===== config.mk =====
export PLATFORM = sky130hd
export DESIGN_NAME = wclk_top
export DESIGN_NICKNAME = d
export VERILOG_FILES = /design/src/verilog/wclk_pkg.sv /design/src/verilog/wclk_prescaler.sv /design/src/verilog/wclk_wrap_counter.sv /design/src/verilog/wclk_top.sv
export SDC_FILE = /design/constraint.sdc
export NUM_CORES = 1
export LEC_CHECK = 0
export BUFFER_PORTS_ARGS = -buffer_cell sky130_fd_sc_hd__buf_2
export CORE_MARGIN = 2
export CORE_UTILIZATION = 30
export CTS_CLUSTER_DIAMETER = 100
export CTS_CLUSTER_SIZE = 25
export DETAILED_ROUTE_END_ITERATION = 10
export GPL_ROUTABILITY_DRIVEN = 1
export GPL_TIMING_DRIVEN = 0
export SLEW_MARGIN = 20
export SYNTH_ARGS = -nofsm -noshare
export SYNTH_HDL_FRONTEND = slang
export SYNTH_SLANG_ARGS = --single-unit

===== constraint.sdc =====
create_clock -name clk -period 2.52 [get_ports clk]
set_input_delay 0.126 -clock clk [delete_from_list [all_inputs] [get_ports clk]]
set_output_delay 0.126 -clock clk [all_outputs]
set_load 0.05 [all_outputs]

===== src/verilog/wclk_pkg.sv =====
// Shared constants and types of the watch clock with alarms and stopwatch.
// Assumes a single 100 MHz system clock and an AXI4-Lite register bus.

package wclk_pkg;

  // ----------------------------------------------------------------
  // Timing
  // ----------------------------------------------------------------
  localparam int unsigned XTAL_HZ = 32768;
  localparam int unsigned TICK_HZ = 1;
  localparam int unsigned PRESCALE_DIV = XTAL_HZ / TICK_HZ;
  localparam int unsigned SWATCH_W = 16;

  // ----------------------------------------------------------------
  // Counter limits
  // ----------------------------------------------------------------
  localparam logic [5:0] SEC_LAST = 6'h3B;
  localparam logic [5:0] MIN_LAST = 6'h3B;
  localparam logic [4:0] HOUR_LAST = 5'h17;
  localparam logic [14:0] DAY_LAST = 15'h7FFF;

  // ----------------------------------------------------------------
  // Register offsets (byte addresses)
  // ----------------------------------------------------------------
  localparam logic [7:0] OFS_CTRL = 8'h00;
  localparam logic [7:0] OFS_TIME = 8'h04;
  localparam logic [7:0] OFS_ALARM_TOD = 8'h08;
  localparam logic [7:0] OFS_ALARM_DAY = 8'h0C;
  localparam logic [7:0] OFS_SWATCH = 8'h10;
  localparam logic [7:0] OFS_STATUS = 8'h14;

  // ----------------------------------------------------------------
  // Event bit positions, shared by CTRL (enable) and STATUS (pending)
  // ----------------------------------------------------------------
  localparam int unsigned EV_SEC = 0;
  localparam int unsigned EV_MIN = 1;
  localparam int unsigned EV_HOUR = 2;
  localparam int unsigned EV_DAY = 3;
  localparam int unsigned EV_ALM_TOD = 4;
  localparam int unsigned EV_ALM_DAY = 5;
  localparam int unsigned EV_SWATCH = 6;
  localparam int unsigned EV_N = 7;

  // ----------------------------------------------------------------
  // Reset values and bus answers
  // ----------------------------------------------------------------
  localparam logic [6:0] CTRL_RST = 7'h00;
  localparam logic [6:0] STATUS_RST = 7'h00;
  localparam logic [31:0] TIME_RST = 32'h0000_0000;
  localparam logic [31:0] ALARM_RST = 32'h0000_0000;
  localparam logic [1:0] RESP_OKAY = 2'h0;
  localparam logic [1:0] RESP_SLVERR = 2'h2;

  // Time layout, also the TIME / ALARM register layout
  typedef struct packed {
    logic [14:0] day;
    logic [4:0] hour;
    logic [5:0] min;
    logic [5:0] sec;
  } wclk_time_type;

  // AXI4-Lite request from the master
  typedef struct packed {
    logic awvalid;
    logic [7:0] awaddr;
    logic wvalid;
    logic [31:0] wdata;
    logic [3:0] wstrb;
    logic bready;
    logic arvalid;
    logic [7:0] araddr;
    logic rready;
  } wclk_axil_req_type;

  // AXI4-Lite answer from the slave
  typedef struct packed {
    logic awready;
    logic wready;
    logic bvalid;
    logic [1:0] bresp;
    logic arready;
    logic rvalid;
    logic [31:0] rdata;
    logic [1:0] rresp;
  } wclk_axil_rsp_type;

  // Byte-lane merge of a write into an old register value
  function automatic logic [31:0] wclk_merge(input logic [31:0] old_v,
                                             input logic [31:0] new_v,
                                             input logic [3:0] strb);
    logic [31:0] res;
    res = old_v;
    for (int i = 0; i < 4; i++) begin
      if (strb[i]) begin
        res[8*i +: 8] = new_v[8*i +: 8];
      end
    end
    return res;
  endfunction

endpackage


===== src/verilog/wclk_prescaler.sv =====
// Crystal prescaler: counts crystal edges down to the one-second tick.
// Assumes the crystal level arrives asynchronously and is far slower than clk.

`timescale 1ns/10ps

module wclk_prescaler
  import wclk_pkg::*;
#(
  parameter int unsigned DIV = PRESCALE_DIV
) (
  // Clock and reset
  input wire logic clk,
  input wire logic rstn,
  // Crystal level from the pin
  input wire logic xtal_in,
  // One-cycle tick per DIV crystal periods
  output logic tick
);

  // ----------------------------------------------------------------
  // Parameter check
  // ----------------------------------------------------------------
  if (DIV < 2 || DIV > 65536) begin : g_bad_div
    $error("wclk_prescaler: DIV out of range");
  end

  typedef struct packed {
    logic sync1;
    logic sync2;
    logic last;
    logic [15:0] cnt;
    logic tick;
  } wclk_pre_state_type;

  localparam logic [15:0] CNT_LAST = 16'(DIV - 1);

  wclk_pre_state_type s_q, s_d;

  // ----------------------------------------------------------------
  // Next state
  // ----------------------------------------------------------------
  // Edge detect reads only the second and third stages, never sync1
  always_comb begin
    s_d = s_q;
    s_d.sync1 = xtal_in;
    s_d.sync2 = s_q.sync1;
    s_d.last = s_q.sync2;
    s_d.tick = 1'b0;
    if (s_q.sync2 && !s_q.last) begin
      if (s_q.cnt == CNT_LAST) begin
        s_d.cnt = 16'h0000;
        s_d.tick = 1'b1;
      end else begin
        s_d.cnt = s_q.cnt + 16'h0001;
      end
    end
  end

  always_ff @(posedge clk or negedge rstn) begin
    if (!rstn) begin
      s_q <= '0;
    end else begin
      s_q <= s_d;
    end
  end

  assign tick = s_q.tick;

endmodule


===== src/verilog/wclk_wrap_counter.sv =====
// Wrapping counter with load and a same-cycle carry for cascading.
// Assumes step is a one-cycle pulse; load takes priority over step.

`timescale 1ns/10ps

module wclk_wrap_counter #(
  parameter int unsigned W = 6,
  parameter logic [W-1:0] LAST = W'(59)
) (
  // Clock and reset
  input wire logic clk,
  input wire logic rstn,
  // Control
  input wire logic step,
  input wire logic load,
  input wire logic [W-1:0] load_val,
  // Count and carry
  output logic [W-1:0] count,
  output logic carry
);

  // ----------------------------------------------------------------
  // Parameter check
  // ----------------------------------------------------------------
  if (W < 1 || W > 31) begin : g_bad_w
    $error("wclk_wrap_counter: W out of range");
  end

  typedef struct packed {
    logic [W-1:0] cnt;
  } wclk_cnt_state_type;

  wclk_cnt_state_type s_q, s_d;

  // Carry is combinational so the whole chain rolls over in one edge
  assign carry = step && !load && (s_q.cnt == LAST);

  always_comb begin
    s_d = s_q;
    if (load) begin
      s_d.cnt = load_val;
    end else if (step) begin
      s_d.cnt = carry ? '0 : s_q.cnt + W'(1);
    end
  end

  always_ff @(posedge clk or negedge rstn) begin
    if (!rstn) begin
      s_q <= '0;
    end else begin
      s_q <= s_d;
    end
  end

  assign count = s_q.cnt;

endmodule


===== src/verilog/wclk_top.sv =====
// Watch clock: time of day and day count, two alarms, stopwatch, events.
// Assumes an AXI4-Lite master on clk and a crystal level on xtal_in.

`timescale 1ns/10ps

module wclk_top
  import wclk_pkg::*;
#(
  parameter int unsigned PRESCALE = PRESCALE_DIV,
  parameter int unsigned SW_W = SWATCH_W
) (
  // Clock and reset
  input wire logic clk,
  input wire logic rstn,
  // Crystal level
  input wire logic xtal_in,
  // Register bus
  input wire wclk_axil_req_type axil_req,
  output wclk_axil_rsp_type axil_rsp,
  // Interrupt and wakeup
  output logic irq,
  output logic wake_req,
  output logic deep_sleep_exit,
  output logic regulator_wake
);

  // ----------------------------------------------------------------
  // Parameter check
  // ----------------------------------------------------------------
  if (SW_W < 1 || SW_W > 32) begin : g_bad_sw
    $error("wclk_top: SW_W out of range");
  end

  typedef struct packed {
    // Bus slave
    logic aw_full;
    logic [7:0] aw_addr;
    logic awready;
    logic w_full;
    logic [31:0] w_data;
    logic [3:0] w_strb;
    logic wready;
    logic bvalid;
    logic [1:0] bresp;
    logic arready;
    logic rvalid;
    logic [31:0] rdata;
    logic [1:0] rresp;
    // Registers
    logic [EV_N-1:0] ctrl;
    wclk_time_type alarm_tod;
    wclk_time_type alarm_day;
    logic [SW_W-1:0] sw_cnt;
    logic sw_run;
    logic [EV_N-1:0] pending;
    logic tick_dly;
    // Outputs
    logic irq;
    logic wake;
    logic deep;
    logic regul;
  } wclk_top_state_type;

  wclk_top_state_type s_q, s_d;

  logic tick;
  logic sec_carry, min_carry, hour_carry;
  logic time_load;
  // A net, since four counter instances each drive one field of it
  wire wclk_time_type time_now;
  wclk_time_type time_load_val;

  // ----------------------------------------------------------------
  // Tick and time counters
  // ----------------------------------------------------------------
  wclk_prescaler #(
    .DIV(PRESCALE)
  ) u_pre (
    .clk(clk),
    .rstn(rstn),
    .xtal_in(xtal_in),
    .tick(tick)
  );

  // Seconds, minutes, hours, days cascade through same-cycle carries
  wclk_wrap_counter #(.W(6), .LAST(SEC_LAST)) u_sec (
    .clk(clk),
    .rstn(rstn),
    .step(tick),
    .load(time_load),
    .load_val(time_load_val.sec),
    .count(time_now.sec),
    .carry(sec_carry)
  );

  wclk_wrap_counter #(.W(6), .LAST(MIN_LAST)) u_min (
    .clk(clk),
    .rstn(rstn),
    .step(sec_carry),
    .load(time_load),
    .load_val(time_load_val.min),
    .count(time_now.min),
    .carry(min_carry)
  );

  wclk_wrap_counter #(.W(5), .LAST(HOUR_LAST)) u_hour (
    .clk(clk),
    .rstn(rstn),
    .step(min_carry),
    .load(time_load),
    .load_val(time_load_val.hour),
    .count(time_now.hour),
    .carry(hour_carry)
  );

  wclk_wrap_counter #(.W(15), .LAST(DAY_LAST)) u_day (
    .clk(clk),
    .rstn(rstn),
    .step(hour_carry),
    .load(time_load),
    .load_val(time_load_val.day),
    .count(time_now.day),
    .carry()
  );

  // ----------------------------------------------------------------
  // Write decode feeding the counters
  // ----------------------------------------------------------------
  // A write happens once address and data are both held and B is free
  logic wr_go;
  logic [31:0] rd_mux;
  logic rd_hit;

  assign wr_go = s_q.aw_full && s_q.w_full && !s_q.bvalid;
  assign time_load = wr_go && (s_q.aw_addr[7:2] == OFS_TIME[7:2]);
  assign time_load_val = wclk_merge(time_now, s_q.w_data, s_q.w_strb);

  // ----------------------------------------------------------------
  // Read mux
  // ----------------------------------------------------------------
  always_comb begin
    rd_mux = 32'h0000_0000;
    rd_hit = 1'b1;
    case (axil_req.araddr[7:2])
      OFS_CTRL[7:2]: rd_mux[EV_N-1:0] = s_q.ctrl;
      OFS_TIME[7:2]: rd_mux = time_now;
      OFS_ALARM_TOD[7:2]: rd_mux = s_q.alarm_tod;
      OFS_ALARM_DAY[7:2]: rd_mux = s_q.alarm_day;
      OFS_SWATCH[7:2]: rd_mux[SW_W-1:0] = s_q.sw_cnt;
      OFS_STATUS[7:2]: rd_mux[EV_N-1:0] = s_q.pending;
      default: rd_hit = 1'b0;
    endcase
  end

  // ----------------------------------------------------------------
  // Next state: bus, registers, events
  // ----------------------------------------------------------------
  logic [EV_N-1:0] ev;
  logic [EV_N-1:0] clr;
  logic tod_match, day_match, sw_under;

  always_comb begin
    s_d = s_q;
    clr = '0;

    // Address and data channels are taken independently, one each
    if (axil_req.awvalid && s_q.awready) begin
      s_d.aw_full = 1'b1;
      s_d.aw_addr = axil_req.awaddr;
      s_d.awready = 1'b0;
    end
    if (axil_req.wvalid && s_q.wready) begin
      s_d.w_full = 1'b1;
      s_d.w_data = axil_req.wdata;
      s_d.w_strb = axil_req.wstrb;
      s_d.wready = 1'b0;
    end
    if (s_q.bvalid && axil_req.bready) begin
      s_d.bvalid = 1'b0;
    end

    // Register write
    if (wr_go) begin
      s_d.aw_full = 1'b0;
      s_d.w_full = 1'b0;
      s_d.awready = 1'b1;
      s_d.wready = 1'b1;
      s_d.bvalid = 1'b1;
      s_d.bresp = RESP_OKAY;
      case (s_q.aw_addr[7:2])
        OFS_CTRL[7:2]: begin
          s_d.ctrl = EV_N'(wclk_merge(32'(s_q.ctrl), s_q.w_data, s_q.w_strb));
        end
        OFS_TIME[7:2]: begin
        end
        OFS_ALARM_TOD[7:2]: begin
          s_d.alarm_tod = wclk_merge(s_q.alarm_tod, s_q.w_data, s_q.w_strb);
        end
        OFS_ALARM_DAY[7:2]: begin
          s_d.alarm_day = wclk_merge(s_q.alarm_day, s_q.w_data, s_q.w_strb);
        end
        OFS_SWATCH[7:2]: begin
          // Loading the stopwatch also arms it for one underflow
          s_d.sw_cnt = SW_W'(wclk_merge(32'(s_q.sw_cnt), s_q.w_data, s_q.w_strb));
          s_d.sw_run = 1'b1;
        end
        OFS_STATUS[7:2]: begin
          clr = EV_N'(wclk_merge(32'h0000_0000, s_q.w_data, s_q.w_strb));
        end
        default: s_d.bresp = RESP_SLVERR;
      endcase
    end

    // Read: one outstanding, data captured at the address handshake
    if (axil_req.arvalid && s_q.arready) begin
      s_d.arready = 1'b0;
      s_d.rvalid = 1'b1;
      s_d.rdata = rd_mux;
      s_d.rresp = rd_hit ? RESP_OKAY : RESP_SLVERR;
    end else if (s_q.rvalid && axil_req.rready) begin
      s_d.rvalid = 1'b0;
      s_d.arready = 1'b1;
    end

    // Stopwatch countdown; underflow is the tick that finds zero
    sw_under = 1'b0;
    if (tick && s_q.sw_run && !(wr_go && s_q.aw_addr[7:2] == OFS_SWATCH[7:2])) begin
      if (s_q.sw_cnt == '0) begin
        sw_under = 1'b1;
        s_d.sw_run = 1'b0;
      end else begin
        s_d.sw_cnt = s_q.sw_cnt - SW_W'(1);
      end
    end

    // Alarms compare one cycle after the tick, when counters hold the new time
    s_d.tick_dly = tick;
    tod_match = (time_now.hour == s_q.alarm_tod.hour) &&
                (time_now.min == s_q.alarm_tod.min) &&
                (time_now.sec == s_q.alarm_tod.sec);
    day_match = (time_now == s_q.alarm_day);

    // Events, each gated by its own enable bit
    ev = '0;
    ev[EV_SEC] = tick;
    ev[EV_MIN] = sec_carry;
    ev[EV_HOUR] = min_carry;
    ev[EV_DAY] = hour_carry;
    ev[EV_ALM_TOD] = s_q.tick_dly && tod_match;
    ev[EV_ALM_DAY] = s_q.tick_dly && day_match;
    ev[EV_SWATCH] = sw_under;
    ev = ev & s_q.ctrl;

    // Sticky flags: a new event beats a clear in the same cycle
    s_d.pending = (s_q.pending & ~clr) | ev;

    // Interrupt and wakeup lines follow the enabled pending flags
    s_d.irq = |(s_q.pending & s_q.ctrl);
    s_d.wake = |(s_q.pending & s_q.ctrl);
    s_d.deep = |(s_q.pending & s_q.ctrl);
    s_d.regul = |(s_q.pending & s_q.ctrl);
  end

  // ----------------------------------------------------------------
  // State register
  // ----------------------------------------------------------------
  always_ff @(posedge clk or negedge rstn) begin
    if (!rstn) begin
      s_q <= '0;
      s_q.awready <= 1'b1;
      s_q.wready <= 1'b1;
      s_q.arready <= 1'b1;
      s_q.ctrl <= CTRL_RST;
      s_q.alarm_tod <= ALARM_RST;
      s_q.alarm_day <= ALARM_RST;
      s_q.pending <= STATUS_RST;
    end else begin
      s_q <= s_d;
    end
  end

  // ----------------------------------------------------------------
  // Outputs, all straight from the state register
  // ----------------------------------------------------------------
  assign axil_rsp.awready = s_q.awready;
  assign axil_rsp.wready = s_q.wready;
  assign axil_rsp.bvalid = s_q.bvalid;
  assign axil_rsp.bresp = s_q.bresp;
  assign axil_rsp.arready = s_q.arready;
  assign axil_rsp.rvalid = s_q.rvalid;
  assign axil_rsp.rdata = s_q.rdata;
  assign axil_rsp.rresp = s_q.rresp;
  // Power management gates wake_req per peripheral on its side
  assign irq = s_q.irq;
  assign wake_req = s_q.wake;
  assign deep_sleep_exit = s_q.deep;
  assign regulator_wake = s_q.regul;

endmodule


==> metrics.txt <==
core area=39700 sq um; Inserted Clock Buffers=14; clock-pin slew on the worst setup and hold paths=0.10 ns; Site Rows=73; CTS sink count=roughly 230; Post-Syn Instances=1133; Vias/cell=5.11; mapped cell area=12100 sq um; vias after detailed routing=9364; Clock Path Buffers=3; post-synthesis xor/xnor area fraction=0.0486; Power Total=between 10 and 15 mW; first-pass GRT wire length=54500 um; largest net degree at the start of global routing=89; nature of the critical path endpoint=register; fillcell total=approximately 4000; dpl cell area=13300 sq um; H-tree levels=1; Yosys top cell by area=dfrtp_1; Area contributors post-synth=dfrtp_1 (47%), mux2_2 (12%), xor2_1 (3.6%); chip width=205 um; max_cap viols=0; post-synthesis mux area share=0.128; die area=~42000 sq um; vias in the first global route=9114; post-synthesis adder-cell area fraction=0.00725; Fin Hold WS=0.0894 ns; post-place setup slack=between 0.08 and 0.09 ns; I/O pin count=105; Fin Clk Skew=~0.021 ns; max incr delay on CP=0.50 ns; layout cells sized above 1=0.272; Yosys cell types=74; Tmin final=2.45 ns; gp weighted congestion=0.878; Seq/Total Area, Yosys=0.481; type of origin of the critical path=register; clk root buf=clkbuf_16; crit-path cells=ha_1, and4b_1, nand4_1, nor3_4, nor2_1, a211o_1; initial core utilization=0.304; final setup margin=0.0681 ns; R2R Path Start=u_min.count[1]; EDFF count, synth=0; nets=1369; DRC viols=0; Tcrit/Tclk final=0.973; DP Wirelength=25900 um; crit path DAT=2.83 ns; LEAKAGE=6.60 nW; Critical path origin=u_min.count[1]; RSZ-0062 raised after global routing=true; Setup CP Type=reg -> reg; top-count cell post-synth=dfrtp_1; Power per Cell Area=857 nW/um^2; Routed WL=34900 um; worst-margin pin slew=0.738 ns; Layout area overhead=18.1%; commonest register cell after synthesis=dfrtp_1; antenna-violating nets left=0; outcome=finished, final reports clean; #FFs+latches synth=232; DR WL/cell=about 19 um; worst skew pair latency=0.50 ns; Die Y=205 um; router iterations before antenna repair=5; WP data required=just under 3 ns; Worst Hold Path Cells=4; hold_sp=axil_req[7]; synth cell count leaders=dfrtp_1 (229), mux2_2 (130), nand2_1 (99), nor2_1 (55), xor2_1 (49); post-synthesis compound-gate area fraction=0.115; final instance area=14300 sq um; drt initial violations=772; fin cells=between 1500 and 2000; Mean Syn Cell Area=around 11 sq um; Slew HR=0.506; Peak VDD IR=0.365 mV; number of diodes=0; final-report max-slew violation count=0; CTS tree=done; Post-synth ARST share=1.00; R2R cell count=6; crit path buf inv count=0; final setup fails=0; Cells after DPL=~1800; Synth top area share=0.474; Worst path top cell family by delay=simple AND/OR/NAND/NOR gates; Remaining Overflow, GRT=0; Total GRT Usage=0.166; input/output buffers=98; final-report hold violation count=0; Tightest Hold Check Type=in -> reg; critical path depth=6; slowest cell on the critical path=dfrtp_1; Fmax=slightly above 0.4 GHz; CP Max Fanout=7; YS warnings=0; Synth Area in Simple Gates=0.159; initial antenna violation count=0; largest family of logic cells by synthesized area=simple AND/OR/NAND/NOR gates
## flip-flops by register name, indices dropped and copies added (netlist names)
register        count
s_q               140
regulator_wake      1
u_hour.count        5
u_pre.tick          1
u_pre.s_d           2
u_day.count        15
u_sec.count         6
u_pre.s_q          17
axil_rsp           39
u_min.count         6
## power by group
part	switching [mW]	total (mW)	internal [mW]
clock network	1.39	2.53	1.14
logic	2.07	3.79	1.72
registers	1.23	5.92	4.69
## worst paths after layout
| path | end | slack (ns) |
|---|---|---|
| min reg2reg | u_pre.s_d[17] | 0.35 |
| min | axil_rsp[22] | 0.09 |
| max in group asynchronous | s_q[13] | 1.16 |
| min in group asynchronous | s_q[143] | 0.16 |
| max | u_day.count[8] | 0.07 |
| max reg2reg | u_day.count[8] | 0.07 |
## cell type report
class / count / area [sq um] / area share
inverters: 15 / 56.3 / 0.00394
flip-flops and latches: 232 / 5810 / 0.407
clock inverters: 3 / 57.6 / 0.00403
plain buffers: 116 / 687 / 0.0481
multi-input cells: 771 / 5550 / 0.388
repair buffers: 152 / 1080 / 0.0754
well taps: 525 / 657 / 0.0460
clock buffers: 19 / 390 / 0.0273
## routing by layer
layer  part of all wire  global-route usage
met5                  0                   0
met4              0.022              0.0435
met3              0.047              0.0165
met2               0.45               0.263
met1               0.48               0.242
## per-stage QoR
| stage | TNS (ns) | utilization |
|---|---|---|
| floorplan | 0 | - |
| finish | 0 | 0.359 |
| global route | -0.0637 | 0.359 |
| CTS | 0 | 0.359 |
| detailed placement | 0 | 0.335 |
| global placement | -670.25 | 0.333 |
## cell families after synthesis
| family | Yosys count |
|---|---|
| flops | 232 |
| fa+ha+maj | 7 |
| buf+inv | 131 |
| xor+xnor | 67 |
| other cells | 1 |
| compound gates | 202 |
| mux | 138 |
| simple gates | 355 |
## tightest hold or removal path, delay by kind of cell
family          cells  cell delay, ns
compound gates      1            0.11
buf+inv             1            0.09
simple gates        2            0.22
## layout by cell type, fill, tap and decap left out, types with 32 or more instances in the layout
| cell | netlist | layout |
|---|---|---|
| mux2_2 | 130 | 130 |
| buf_4 | 47 | 47 |
| clkbuf_1 | 38 | 42 |
| nor3_1 | 35 | 35 |
| o21ai_0 | 43 | 43 |
| dlygate4sd3_1 | 0 | 52 |
| a21oi_1 | 32 | 32 |
| nor2_1 | 55 | 55 |
| nand2_1 | 99 | 99 |
| xor2_1 | 49 | 49 |
| nand3_1 | 36 | 36 |
| buf_2 | 22 | 119 |
| dfrtp_1 | 229 | 229 |
## timing repair
item | CTS | global route
gates resized for setup | 0 | 2
endpoints found under the setup margin | 0 | 5
endpoints found under the hold margin | 116 | 0
hold buffers | 52 | 0
buffers inserted | 0 | 0
(Power assumes the default switching activity.)
